### config.mk
export PLATFORM = sky130hd
export DESIGN_NAME = sibap_arbiter
export DESIGN_NICKNAME = d
export VERILOG_FILES = /design/src/sibap_pkg.sv /design/src/sibap_arbiter.sv
export VERILOG_INCLUDE_DIRS = /design/src
export SDC_FILE = /design/constraint.sdc
export NUM_CORES = 1
export LEC_CHECK = 0
export BUFFER_PORTS_ARGS = -buffer_cell sky130_fd_sc_hd__buf_4
export CAP_MARGIN = 15
export CORE_UTILIZATION = 60
export CTS_BUF_LIST = sky130_fd_sc_hd__clkbuf_8
export CTS_CLUSTER_SIZE = 25
export DETAILED_ROUTE_END_ITERATION = 16
export GPL_TIMING_DRIVEN = 0
export PLACE_DENSITY_LB_ADDON = 0.1
export REMOVE_ABC_BUFFERS = 1
export SETUP_SLACK_MARGIN = 0.1
export SYNTH_ARGS = -nofsm -noshare
export SYNTH_HDL_FRONTEND = slang
export SYNTH_SLANG_ARGS = --single-unit
### constraint.sdc
create_clock -name clock_i -period 8.7 [get_ports clock_i]
set_input_delay 0.87 -clock clock_i [delete_from_list [all_inputs] [get_ports clock_i]]
set_output_delay 0.87 -clock clock_i [all_outputs]
set_load 0.05 [all_outputs]
### src/sibap_regs.svh
`ifndef SIBAP_REGS_SVH
`define SIBAP_REGS_SVH
// Configuration encodings
`define SIBAP_POWER_SELF 1'b0
`define SIBAP_CLOCK_COMBO 1'b1
`define SIBAP_DRIVE_ATA 2'h2
`define SIBAP_DRIVE_PACKET 2'h1
`define SIBAP_DRIVE_AUTO 2'h0
`define SIBAP_DRIVE_NONE 2'h3
// Clock rates in kHz
`define SIBAP_SYS_KHZ 100000
`define SIBAP_BUS_POWER_KHZ 7500
`define SIBAP_SELF_POWER_KHZ 60000
// Phase accumulator width in bits, modulus is SIBAP_SYS_KHZ
`define SIBAP_ACC_W 17
`endif

### src/sibap_pkg.sv
package sibap_pkg;
  typedef enum logic [3:0] {
    SIBAP_IDLE = 4'h1,
    SIBAP_CHECK = 4'h2,
    SIBAP_OWN = 4'h4,
    SIBAP_SUSPEND = 4'h8
  } sibap_arb_state_t;

  typedef enum logic [2:0] {
    SIBAP_DEV_DEFAULT = 3'h0,
    SIBAP_DEV_ADDRESSED = 3'h1,
    SIBAP_DEV_CONFIGURED = 3'h2,
    SIBAP_DEV_SUSPENDED = 3'h3
  } sibap_dev_state_t;

  typedef struct packed {
    logic power_source_select;
    logic clock_rate_select;
    logic [1:0] drive_type_bits;
  } sibap_cfg_t;

  typedef struct packed {
    logic o;
    logic oe;
  } sibap_pin_t;
endpackage

### src/sibap_arbiter.sv
`timescale 1ns/1ns
`include "sibap_regs.svh"
module sibap_arbiter (
  // Clock and reset
  input wire logic clock_i,
  input wire logic resetn_i,
  // Configuration and status
  input wire sibap_pkg::sibap_cfg_t cfg_i,
  input wire logic init_done_i,
  input wire sibap_pkg::sibap_dev_state_t dev_state_i,
  // Internal side of the shared bus
  input wire logic need_bus_i,
  output logic grant_o,
  output logic suspended_o,
  output logic combo_mode_o,
  output logic sys_clk_en_o,
  // Arbitration pins
  input wire logic peer_state_in_i,
  output logic bus_request_out_o,
  // Drive power pin, high means supply off
  output logic drive_power_control_o,
  output logic drive_power_control_oe_o
);

  sibap_pkg::sibap_arb_state_t state;
  sibap_pkg::sibap_arb_state_t next_state;
  logic peer_meta;
  logic peer_sync;
  logic [`SIBAP_ACC_W-1:0] acc;
  logic [`SIBAP_ACC_W-1:0] next_acc;
  logic [`SIBAP_ACC_W-1:0] step;
  logic [`SIBAP_ACC_W:0] acc_sum;
  logic [4:0] en_gap;
  logic combo;
  logic power_on;

  function automatic logic combo_allowed(input sibap_pkg::sibap_cfg_t c);
    combo_allowed = (c.power_source_select == `SIBAP_POWER_SELF) &&
                    (c.clock_rate_select == `SIBAP_CLOCK_COMBO) &&
                    (c.drive_type_bits != `SIBAP_DRIVE_NONE);
  endfunction

  assign combo = combo_allowed(cfg_i);
  assign combo_mode_o = combo;

  always_ff @(posedge clock_i or negedge resetn_i) begin
    if (!resetn_i) begin
      peer_meta <= 1'b0;
      peer_sync <= 1'b0;
    end else begin
      peer_meta <= peer_state_in_i;
      peer_sync <= peer_meta;
    end
  end

  // Without combo mode the peer is ignored, like a grounded peer pin
  always_comb begin
    next_state = state;
    case (state)
      sibap_pkg::SIBAP_IDLE: begin
        if (need_bus_i) next_state = sibap_pkg::SIBAP_CHECK;
      end
      sibap_pkg::SIBAP_CHECK: begin
        if (!need_bus_i) next_state = sibap_pkg::SIBAP_IDLE;
        else if (combo && peer_sync) next_state = sibap_pkg::SIBAP_SUSPEND;
        else next_state = sibap_pkg::SIBAP_OWN;
      end
      sibap_pkg::SIBAP_OWN: begin
        if (!need_bus_i) next_state = sibap_pkg::SIBAP_IDLE;
      end
      sibap_pkg::SIBAP_SUSPEND: begin
        if (!need_bus_i) next_state = sibap_pkg::SIBAP_IDLE;
        else if (!peer_sync || !combo) next_state = sibap_pkg::SIBAP_CHECK;
      end
      default: next_state = sibap_pkg::SIBAP_IDLE;
    endcase
  end

  always_ff @(posedge clock_i or negedge resetn_i) begin
    if (!resetn_i) state <= sibap_pkg::SIBAP_IDLE;
    else state <= next_state;
  end

  // Request stays up while suspended so the peer sees the pending claim
  always_ff @(posedge clock_i or negedge resetn_i) begin
    if (!resetn_i) bus_request_out_o <= 1'b0;
    else bus_request_out_o <= (next_state != sibap_pkg::SIBAP_IDLE);
  end

  assign grant_o = (state == sibap_pkg::SIBAP_OWN);
  assign suspended_o = (state == sibap_pkg::SIBAP_SUSPEND);

  // Fractional divider: evenly spaced enables at the selected rate
  assign step = (cfg_i.power_source_select == `SIBAP_POWER_SELF) ?
                `SIBAP_ACC_W'(`SIBAP_SELF_POWER_KHZ) :
                `SIBAP_ACC_W'(`SIBAP_BUS_POWER_KHZ);
  // One spare bit: the self powered step would overflow the accumulator width
  assign acc_sum = {1'b0, acc} + {1'b0, step};
  always_comb begin
    if (acc_sum >= {1'b0, `SIBAP_ACC_W'(`SIBAP_SYS_KHZ)})
      next_acc = `SIBAP_ACC_W'(acc_sum - {1'b0, `SIBAP_ACC_W'(`SIBAP_SYS_KHZ)});
    else
      next_acc = acc_sum[`SIBAP_ACC_W-1:0];
  end

  always_ff @(posedge clock_i or negedge resetn_i) begin
    if (!resetn_i) begin
      acc <= '0;
      sys_clk_en_o <= 1'b0;
    end else begin
      acc <= next_acc;
      sys_clk_en_o <= (acc_sum >= {1'b0, `SIBAP_ACC_W'(`SIBAP_SYS_KHZ)});
    end
  end

  // Counts quiet enable cycles in bus powered mode for the gap check (a_bus_en_gap)
  always_ff @(posedge clock_i or negedge resetn_i) begin
    if (!resetn_i) begin
      en_gap <= 5'h00;
    end else if (sys_clk_en_o || !cfg_i.power_source_select) begin
      en_gap <= 5'h00;
    end else if (en_gap != 5'h1f) begin
      en_gap <= en_gap + 5'h01;
    end
  end

  assign power_on = (dev_state_i == sibap_pkg::SIBAP_DEV_CONFIGURED);

  // Pin is pulled up externally, so float means drive off before init
  always_ff @(posedge clock_i or negedge resetn_i) begin
    if (!resetn_i) begin
      drive_power_control_oe_o <= 1'b0;
      drive_power_control_o <= 1'b1;
    end else begin
      drive_power_control_oe_o <= init_done_i;
      drive_power_control_o <= !power_on;
    end
  end

  a_req_follows_state: assert property (@(posedge clock_i) disable iff (!resetn_i)
    bus_request_out_o ==
      (state != sibap_pkg::SIBAP_IDLE))
    else $error("bus request does not match arbitration state");

  a_busy_peer_suspends: assert property (@(posedge clock_i) disable iff (!resetn_i)
    (state == sibap_pkg::SIBAP_CHECK && need_bus_i && combo && peer_sync)
      |=> state == sibap_pkg::SIBAP_SUSPEND)
    else $error("busy peer did not cause suspend");

  a_free_peer_grants: assert property (@(posedge clock_i) disable iff (!resetn_i)
    (state == sibap_pkg::SIBAP_CHECK && need_bus_i && !(combo && peer_sync))
      |=> grant_o)
    else $error("free bus was not granted");

  a_resume_recheck: assert property (@(posedge clock_i) disable iff (!resetn_i)
    (suspended_o && need_bus_i && !peer_sync)
      |=> state == sibap_pkg::SIBAP_CHECK)
    else $error("suspend did not restart arbitration");

  a_peer_sync_delay: assert property (@(posedge clock_i) disable iff (!resetn_i)
    ##2
      peer_sync == $past(peer_state_in_i, 2))
    else $error("peer state not delayed by two flops");

  a_meta_delay: assert property (@(posedge clock_i) disable iff (!resetn_i)
    ##1
      peer_meta == $past(peer_state_in_i))
    else $error("first peer flop does not follow the pin");

  a_no_combo_no_suspend: assert property (@(posedge clock_i) disable iff (!resetn_i)
    (!combo && state == sibap_pkg::SIBAP_CHECK)
      |=> !suspended_o)
    else $error("suspend outside combo mode");

  a_peer_ignored: assert property (@(posedge clock_i) disable iff (!resetn_i)
    (suspended_o && need_bus_i && !combo)
      |=> state == sibap_pkg::SIBAP_CHECK)
    else $error("peer not ignored outside combo mode");

  a_combo_decode: assert property (@(posedge clock_i) disable iff (!resetn_i)
    combo_mode_o == (cfg_i.power_source_select == `SIBAP_POWER_SELF &&
      cfg_i.clock_rate_select == `SIBAP_CLOCK_COMBO && cfg_i.drive_type_bits != 2'h3))
    else $error("combo mode decode wrong");

  a_idle_to_check: assert property (@(posedge clock_i) disable iff (!resetn_i)
    (state == sibap_pkg::SIBAP_IDLE && need_bus_i)
      |=> (state == sibap_pkg::SIBAP_CHECK && bus_request_out_o))
    else $error("request did not start an arbitration check");

  a_idle_stays: assert property (@(posedge clock_i) disable iff (!resetn_i)
    (state == sibap_pkg::SIBAP_IDLE && !need_bus_i)
      |=> (state == sibap_pkg::SIBAP_IDLE && !bus_request_out_o))
    else $error("idle arbiter raised a request");

  a_idle_never_owns: assert property (@(posedge clock_i) disable iff (!resetn_i)
    state == sibap_pkg::SIBAP_IDLE
      |=> !grant_o)
    else $error("bus taken without a peer check");

  a_own_from_check: assert property (@(posedge clock_i) disable iff (!resetn_i)
    (!grant_o && state != sibap_pkg::SIBAP_CHECK)
      |=> !grant_o)
    else $error("grant not preceded by a check");

  a_check_drop_idle: assert property (@(posedge clock_i) disable iff (!resetn_i)
    (state == sibap_pkg::SIBAP_CHECK && !need_bus_i)
      |=> state == sibap_pkg::SIBAP_IDLE)
    else $error("dropped request kept the check state");

  a_own_holds: assert property (@(posedge clock_i) disable iff (!resetn_i)
    (grant_o && need_bus_i)
      |=> grant_o)
    else $error("grant lost while still needed");

  a_own_release: assert property (@(posedge clock_i) disable iff (!resetn_i)
    (grant_o && !need_bus_i)
      |=> (state == sibap_pkg::SIBAP_IDLE && !bus_request_out_o))
    else $error("bus not released after use");

  a_grant_has_req: assert property (@(posedge clock_i) disable iff (!resetn_i)
    grant_o
      |-> bus_request_out_o)
    else $error("bus used without request");

  a_suspend_has_req: assert property (@(posedge clock_i) disable iff (!resetn_i)
    suspended_o
      |-> bus_request_out_o)
    else $error("pending claim dropped while suspended");

  a_suspend_holds: assert property (@(posedge clock_i) disable iff (!resetn_i)
    (suspended_o && need_bus_i && combo && peer_sync)
      |=> suspended_o)
    else $error("left suspend while peer busy");

  a_suspend_drop: assert property (@(posedge clock_i) disable iff (!resetn_i)
    (suspended_o && !need_bus_i)
      |=> (state == sibap_pkg::SIBAP_IDLE && !bus_request_out_o))
    else $error("request kept after need dropped in suspend");

  a_suspend_from_check: assert property (@(posedge clock_i) disable iff (!resetn_i)
    (!suspended_o && state != sibap_pkg::SIBAP_CHECK)
      |=> !suspended_o)
    else $error("suspend entered without a check");

  a_resume_not_own: assert property (@(posedge clock_i) disable iff (!resetn_i)
    suspended_o
      |=> !grant_o)
    else $error("resume skipped the first check");

  a_peer_free_no_susp: assert property (@(posedge clock_i) disable iff (!resetn_i)
    (state == sibap_pkg::SIBAP_CHECK && !peer_sync)
      |=> !suspended_o)
    else $error("suspend with free peer");

  a_power_float_init: assert property (@(posedge clock_i) disable iff (!resetn_i)
    !init_done_i
      |=> !drive_power_control_oe_o)
    else $error("drive power driven before init");

  a_power_drive_init: assert property (@(posedge clock_i) disable iff (!resetn_i)
    init_done_i
      |=> drive_power_control_oe_o)
    else $error("drive power not driven after init");

  a_power_off_states: assert property (@(posedge clock_i) disable iff (!resetn_i)
    (dev_state_i != sibap_pkg::SIBAP_DEV_CONFIGURED)
      |=> drive_power_control_o)
    else $error("drive power on outside configured state");

  a_power_on_conf: assert property (@(posedge clock_i) disable iff (!resetn_i)
    (dev_state_i == sibap_pkg::SIBAP_DEV_CONFIGURED)
      |=> !drive_power_control_o)
    else $error("drive power off in configured state");

  a_clk_en_spacing: assert property (@(posedge clock_i) disable iff (!resetn_i)
    (sys_clk_en_o && cfg_i.power_source_select && $stable(cfg_i))
      |=> (!sys_clk_en_o || !cfg_i.power_source_select) [*8])
    else $error("bus powered clock enable too fast");

  a_bus_en_gap: assert property (@(posedge clock_i) disable iff (!resetn_i)
    cfg_i.power_source_select
      |-> en_gap < 5'h0f)
    else $error("bus powered clock enable too slow");

  a_self_en_dense: assert property (@(posedge clock_i) disable iff (!resetn_i)
    (!sys_clk_en_o && !cfg_i.power_source_select && $stable(cfg_i) && $past(resetn_i))
      |=> sys_clk_en_o)
    else $error("self powered clock enable too slow");

  a_acc_bounded: assert property (@(posedge clock_i) disable iff (!resetn_i)
    1'b1
      |-> acc < `SIBAP_ACC_W'(`SIBAP_SYS_KHZ))
    else $error("clock accumulator out of range");

endmodule // sibap_arbiter

# Word level (Yosys, flattened, before mapping)
# Cells that the tools add are included.
# totals
latchBits	0
output_inout_bits	7
elab_cells	35
mem_count	0
input_bits	12
mem_bits_ro	0
ramBits	0
regBits	27
# classes
n_shift	0
div_mod_pow	0
n_bitwise	1
reduce_logical	7
add_sub_neg	2
n_eq_ne	7
mul	0
muxes	9
order_cmp	1
# op_table
op	n
$mux W4	6
$add A17 B16 Y18	1
$ge A18 B17 Y1 const B	1
$mux W17	1
$sub A17 B17 Y17 const B	1
$mux W16	1
$pmux W4 S4	1
$eq A4 B1 Y1 const B	1
$eq A4 B2 Y1 const B	1
$eq A4 B3 Y1 const B	1
$eq A4 B4 Y1 const B	1
$ne A4 B1 Y1 const B	1
$eq A3 B2 Y1 const B	1
$logic_and A1 B1 Y1	3
$logic_not A1 Y1	3
$ne A2 B2 Y1 const B	1
$logic_or A1 B1 Y1	1
$not A1 Y1	1

# Depth between registers and ports, before layout
# depth
ltp_word	9
ltp_mapped	11

# Worst setup path after synthesis
# Ideal clock, no wire load.
# synth_timing
path_type	input to register
start	input port cfg_i[3] (netlist bit)
end	register acc[7]
setup_ns	0.132
slack_ns	5.347
arrival_time_ns	3.221
path_stages	10
cell_sequence	ha_1 -> fa_1 -> a311o_1 -> a22oi_2 -> a31oi_1 -> xnor2_2 -> a2111oi_4 -> o21ai_4 -> nor2b_4 -> xnor2_2
# synth_via
elab_chain_cells	4
# synth_rtl
item	line	source
start, declared	sibap_arbiter.sv:8	input wire sibap_pkg::sibap_cfg_t cfg_i,
$mux W16 *	sibap_arbiter.sv:94	assign step = (cfg_i.power_source_select == `SIBAP_POWER_SELF) ?
$add A17 B16 Y18 *	sibap_arbiter.sv:98	assign acc_sum = {1'b0, acc} + {1'b0, step};
$sub A17 B17 Y17 or $ge A18 B17 Y1 (tied branches)	sibap_arbiter.sv:101, sibap_arbiter.sv:100	
$mux W17 *	sibap_arbiter.sv:100	if (acc_sum >= {1'b0, `SIBAP_ACC_W'(`SIBAP_SYS_KHZ)})
via next_acc[7]	sibap_arbiter.sv:30	logic [`SIBAP_ACC_W-1:0] next_acc;
end signal, assigned	sibap_arbiter.sv:111	acc <= next_acc;
end, declared	sibap_arbiter.sv:29	logic [`SIBAP_ACC_W-1:0] acc;
# Mark *: on every way through the listed nets, which the timed path passes. The rest lies on a longest branch.

# Worst setup path after layout
# Ends and elaborated chain as after synthesis.

==> flow_summary.toml <==
[setup_path]
start_kind = "input port"
crit_arrival_ns = 3.71
cp_max_fo = 10
path_class = "in2reg"
path_cells = "buf_4 > ha_1 > fa_1 > a311o_1 > a22oi_2 > a31oi_1 > xnor2_2 > a2111oi_4 > o21ai_4 > nor2b_4 > xnor2_2"
critical-path-max-stage-delay_ns = 0.50
crit_path_end_kind = "register"
cpLargestDelayFamily = "compound AO/OA/AOI/OAI gates"
cp_common_cell = "xnor2_2"
crit_buf_inv = 1
cp.required_ns = 8.87
critPathSlowestCell = "fa_1"

[final_layout]
areaGrowthSynthToFinish_pct = 9.09
fillers = 253
post-route-cell-area_um2 = 2120
fin_nets = 239
regArea_um2 = 628
drive_gt1_frac = 0.224
n_antenna_cell = 0
multi_input_area_um2 = 1230

[synth]
synth.top_cell.area_share = 0.297
yosys_warnings = 0
synth_cell_type_count = 67
async_flop_share = 1.00
syn_area_um2 = 1940
yosys.area_share.adder = 0.0812
ys_ff_latch = 25
synth-edff-count = 0
ys_seq_area_frac = 0.324
syn_inst = 198
synth_top_family_by_area = "compound AO/OA/AOI/OAI gates"
syn_area_per_cell_um2 = 9.80
synth_area_leaders = "dfrtp_1 30%, ha_1 7.1%, nand2_1 3.3%"
synthSimpleGateAreaFrac = 0.221
synthFlopType = "dfrtp_1"
synth-xor-area-share = 0.0709
synth_area_leader_cell = "dfrtp_1"
synthMuxAreaShare = 0.0271
synth_compound_area_frac = 0.234

[clock_tree]
postCtsHoldBufs = 0
cts.path.max_buffers = 2
cts.clk_slew.worst_paths_ns = 0.10
cts_made_buffers = 3
cts_resized = 0
cts_num_sinks = 25
cts-root-buf = "clkbuf_8"
cts_tree = "done"
postCtsSetupRepairBufs = 0
clkLatencyLatePin_ns = 0.28
htree_levels = 1

[timing]
whs_ns = 0.362
hold_violations = 0
period_needed_ns = 3.54
fin_ws_ns = 5.16
fin_skew_ns = 0.00190
fmax_mhz = 283
worst_pin_slew_ns = 0.582
report.final.setup_viol = 0
rsz0062_at_grt = "no"
fin_tns_setup_ns = 0
final.period_utilization = 0.407
slew_headroom = 0.602
slew_viol_final = 0

[die]
num_rows = 20
die_x_um = 58.9
die_area_um2 = 3470
num_io_pins = 19
chipHeight_um = 58.9
start_util = 0.636
coreArea_um2 = 3050

[outcome]
status = "completed"

[routing]
firstDrtPassIters = 4
ant_nets = 0
dr_total_vias = 1636
vias_per_cell = 6.34
drcViolationCount = 0
first_iter_violations = 103
wl_um = 4090
wl_per_cell_um = 15.8

[job]
maxCapViolCount = 0

[grt]
first_global_vias = 1523
antenna_found_initial = 0
grt_pass1_wl_um = 6930
grt_max_degree = 26
overflow = 0
track_usage = 0.265

[place]
dp_slack_ns = 4.89
placed_cell_area_um2 = 2070
routabilityCongestion = 0.833
dp_hpwl_um = 3080
io_buffers = 18

[hold_path]
hold_path_class = "reg2reg"
-- worst register-to-register path: stages (launching register included) --
cell	delay (ns)
dfrtp_1	0.38
ha_1	0.22
fa_1	0.50
a311o_1	0.38
a22oi_2	0.28
a31oi_1	0.19
xnor2_2	0.22
a2111oi_4	0.39
o21ai_4	0.16
nor2b_4	0.20
xnor2_2	0.12
-- sequential cells by signal, indices dropped and copies added, names as in the netlist --
| name | count |
|---|---|
| acc | 15 |
| state | 4 |
| bus_request_out_o | 1 |
| drive_power_control_o | 1 |
| drive_power_control_oe_o | 1 |
| peer_meta | 1 |
| peer_sync | 1 |
| sys_clk_en_o | 1 |
-- layout make-up --
type                    instances  share of cell area
well taps                      44              0.0260
clock inverters                 1             0.00414
flip-flops and latches         25               0.297
clock buffers                   3              0.0195
repair buffers                 18              0.0638
multi-input cells             162               0.581
inverters                       5             0.00887
-- synth_stat cells, types with 3 or more instances --
cell type,number
nor3_1,3
nor2_1,14
a21oi_1,5
ha_1,11
o21ai_0,11
xnor2_1,5
a31oi_1,4
dfrtp_1,23
nor4b_1,3
o21a_1,5
inv_1,5
nand3_1,6
buf_6,4
nor4_1,5
and4_1,3
a21o_2,3
xor2_1,7
nand2_1,17
mux2i_1,3
nand4_1,3
-- cell usage in the layout, fill, tap and decap left out, types with 2 or more instances in the layout --
master / instances
nor2_1: 14
a21oi_1: 5
a21boi_0: 2
and2_2: 2
ha_1: 11
o21a_1: 5
mux2i_1: 3
nand2_1: 17
xor2_1: 7
buf_4: 18
nor4_1: 5
dfstp_2: 2
o21ai_0: 11
and3_1: 2
dfrtp_1: 23
and3b_2: 2
inv_1: 5
a22oi_1: 2
nand4_1: 3
a21o_2: 3
and2_1: 2
nor4b_1: 3
nand3_1: 6
xnor2_1: 5
clkbuf_8: 3
o31ai_1: 2
xnor2_2: 2
mux2_2: 2
a31oi_1: 4
and4_1: 3
a211oi_1: 2
nor3_1: 3
-- cell families (layout without fill, tap and decap cells) --
| logic type | count (synthesis) | count (layout) |
|---|---|---|
| and+or+nand+nor | 74 | 74 |
| AOI/OAI and AO/OA | 57 | 57 |
| DFF | 25 | 25 |
| xor gates and xnor gates | 14 | 14 |
| adders and majority gates | 12 | 12 |
| buffers and inverters | 11 | 27 |
| muxes | 5 | 5 |
-- path summary, 6_finish.rpt --
kind / from / end / slack (ns) / cells after the start
setup / recovery: cfg_i[3] / acc[7]$_DFF_PN0_ / 5.16 / 11
min in group asynchronous: resetn_i / bus_request_out_o$_DFF_PN0_ / 0.47 / 1
setup reg to reg: acc[2]$_DFF_PN0_ / acc[7]$_DFF_PN0_ / 5.55 / 10
max in group asynchronous: resetn_i / drive_power_control_o$_DFF_PN1_ / 7.94 / 1
hold reg to reg: peer_meta$_DFF_PN0_ / peer_sync$_DFF_PN0_ / 0.36 / 0
hold / removal: peer_meta$_DFF_PN0_ / peer_sync$_DFF_PN0_ / 0.36 / 0
-- stage by stage --
stage,utilization,instances
finish,0.693,258
global route,0.693,258
CTS,0.693,258
detailed placement,0.677,254
global placement,0.677,254
floorplan,-,192
-- per-layer routing --
layer	GRT usage	part of all wire
met1	0.370	0.47
met2	0.419	0.47
met5	0	0
met3	0.0286	0.041
met4	0.116	0.019
Power is not shown: default switching activity piles up to over one toggle a cycle in this logic, so the estimate is an artifact.
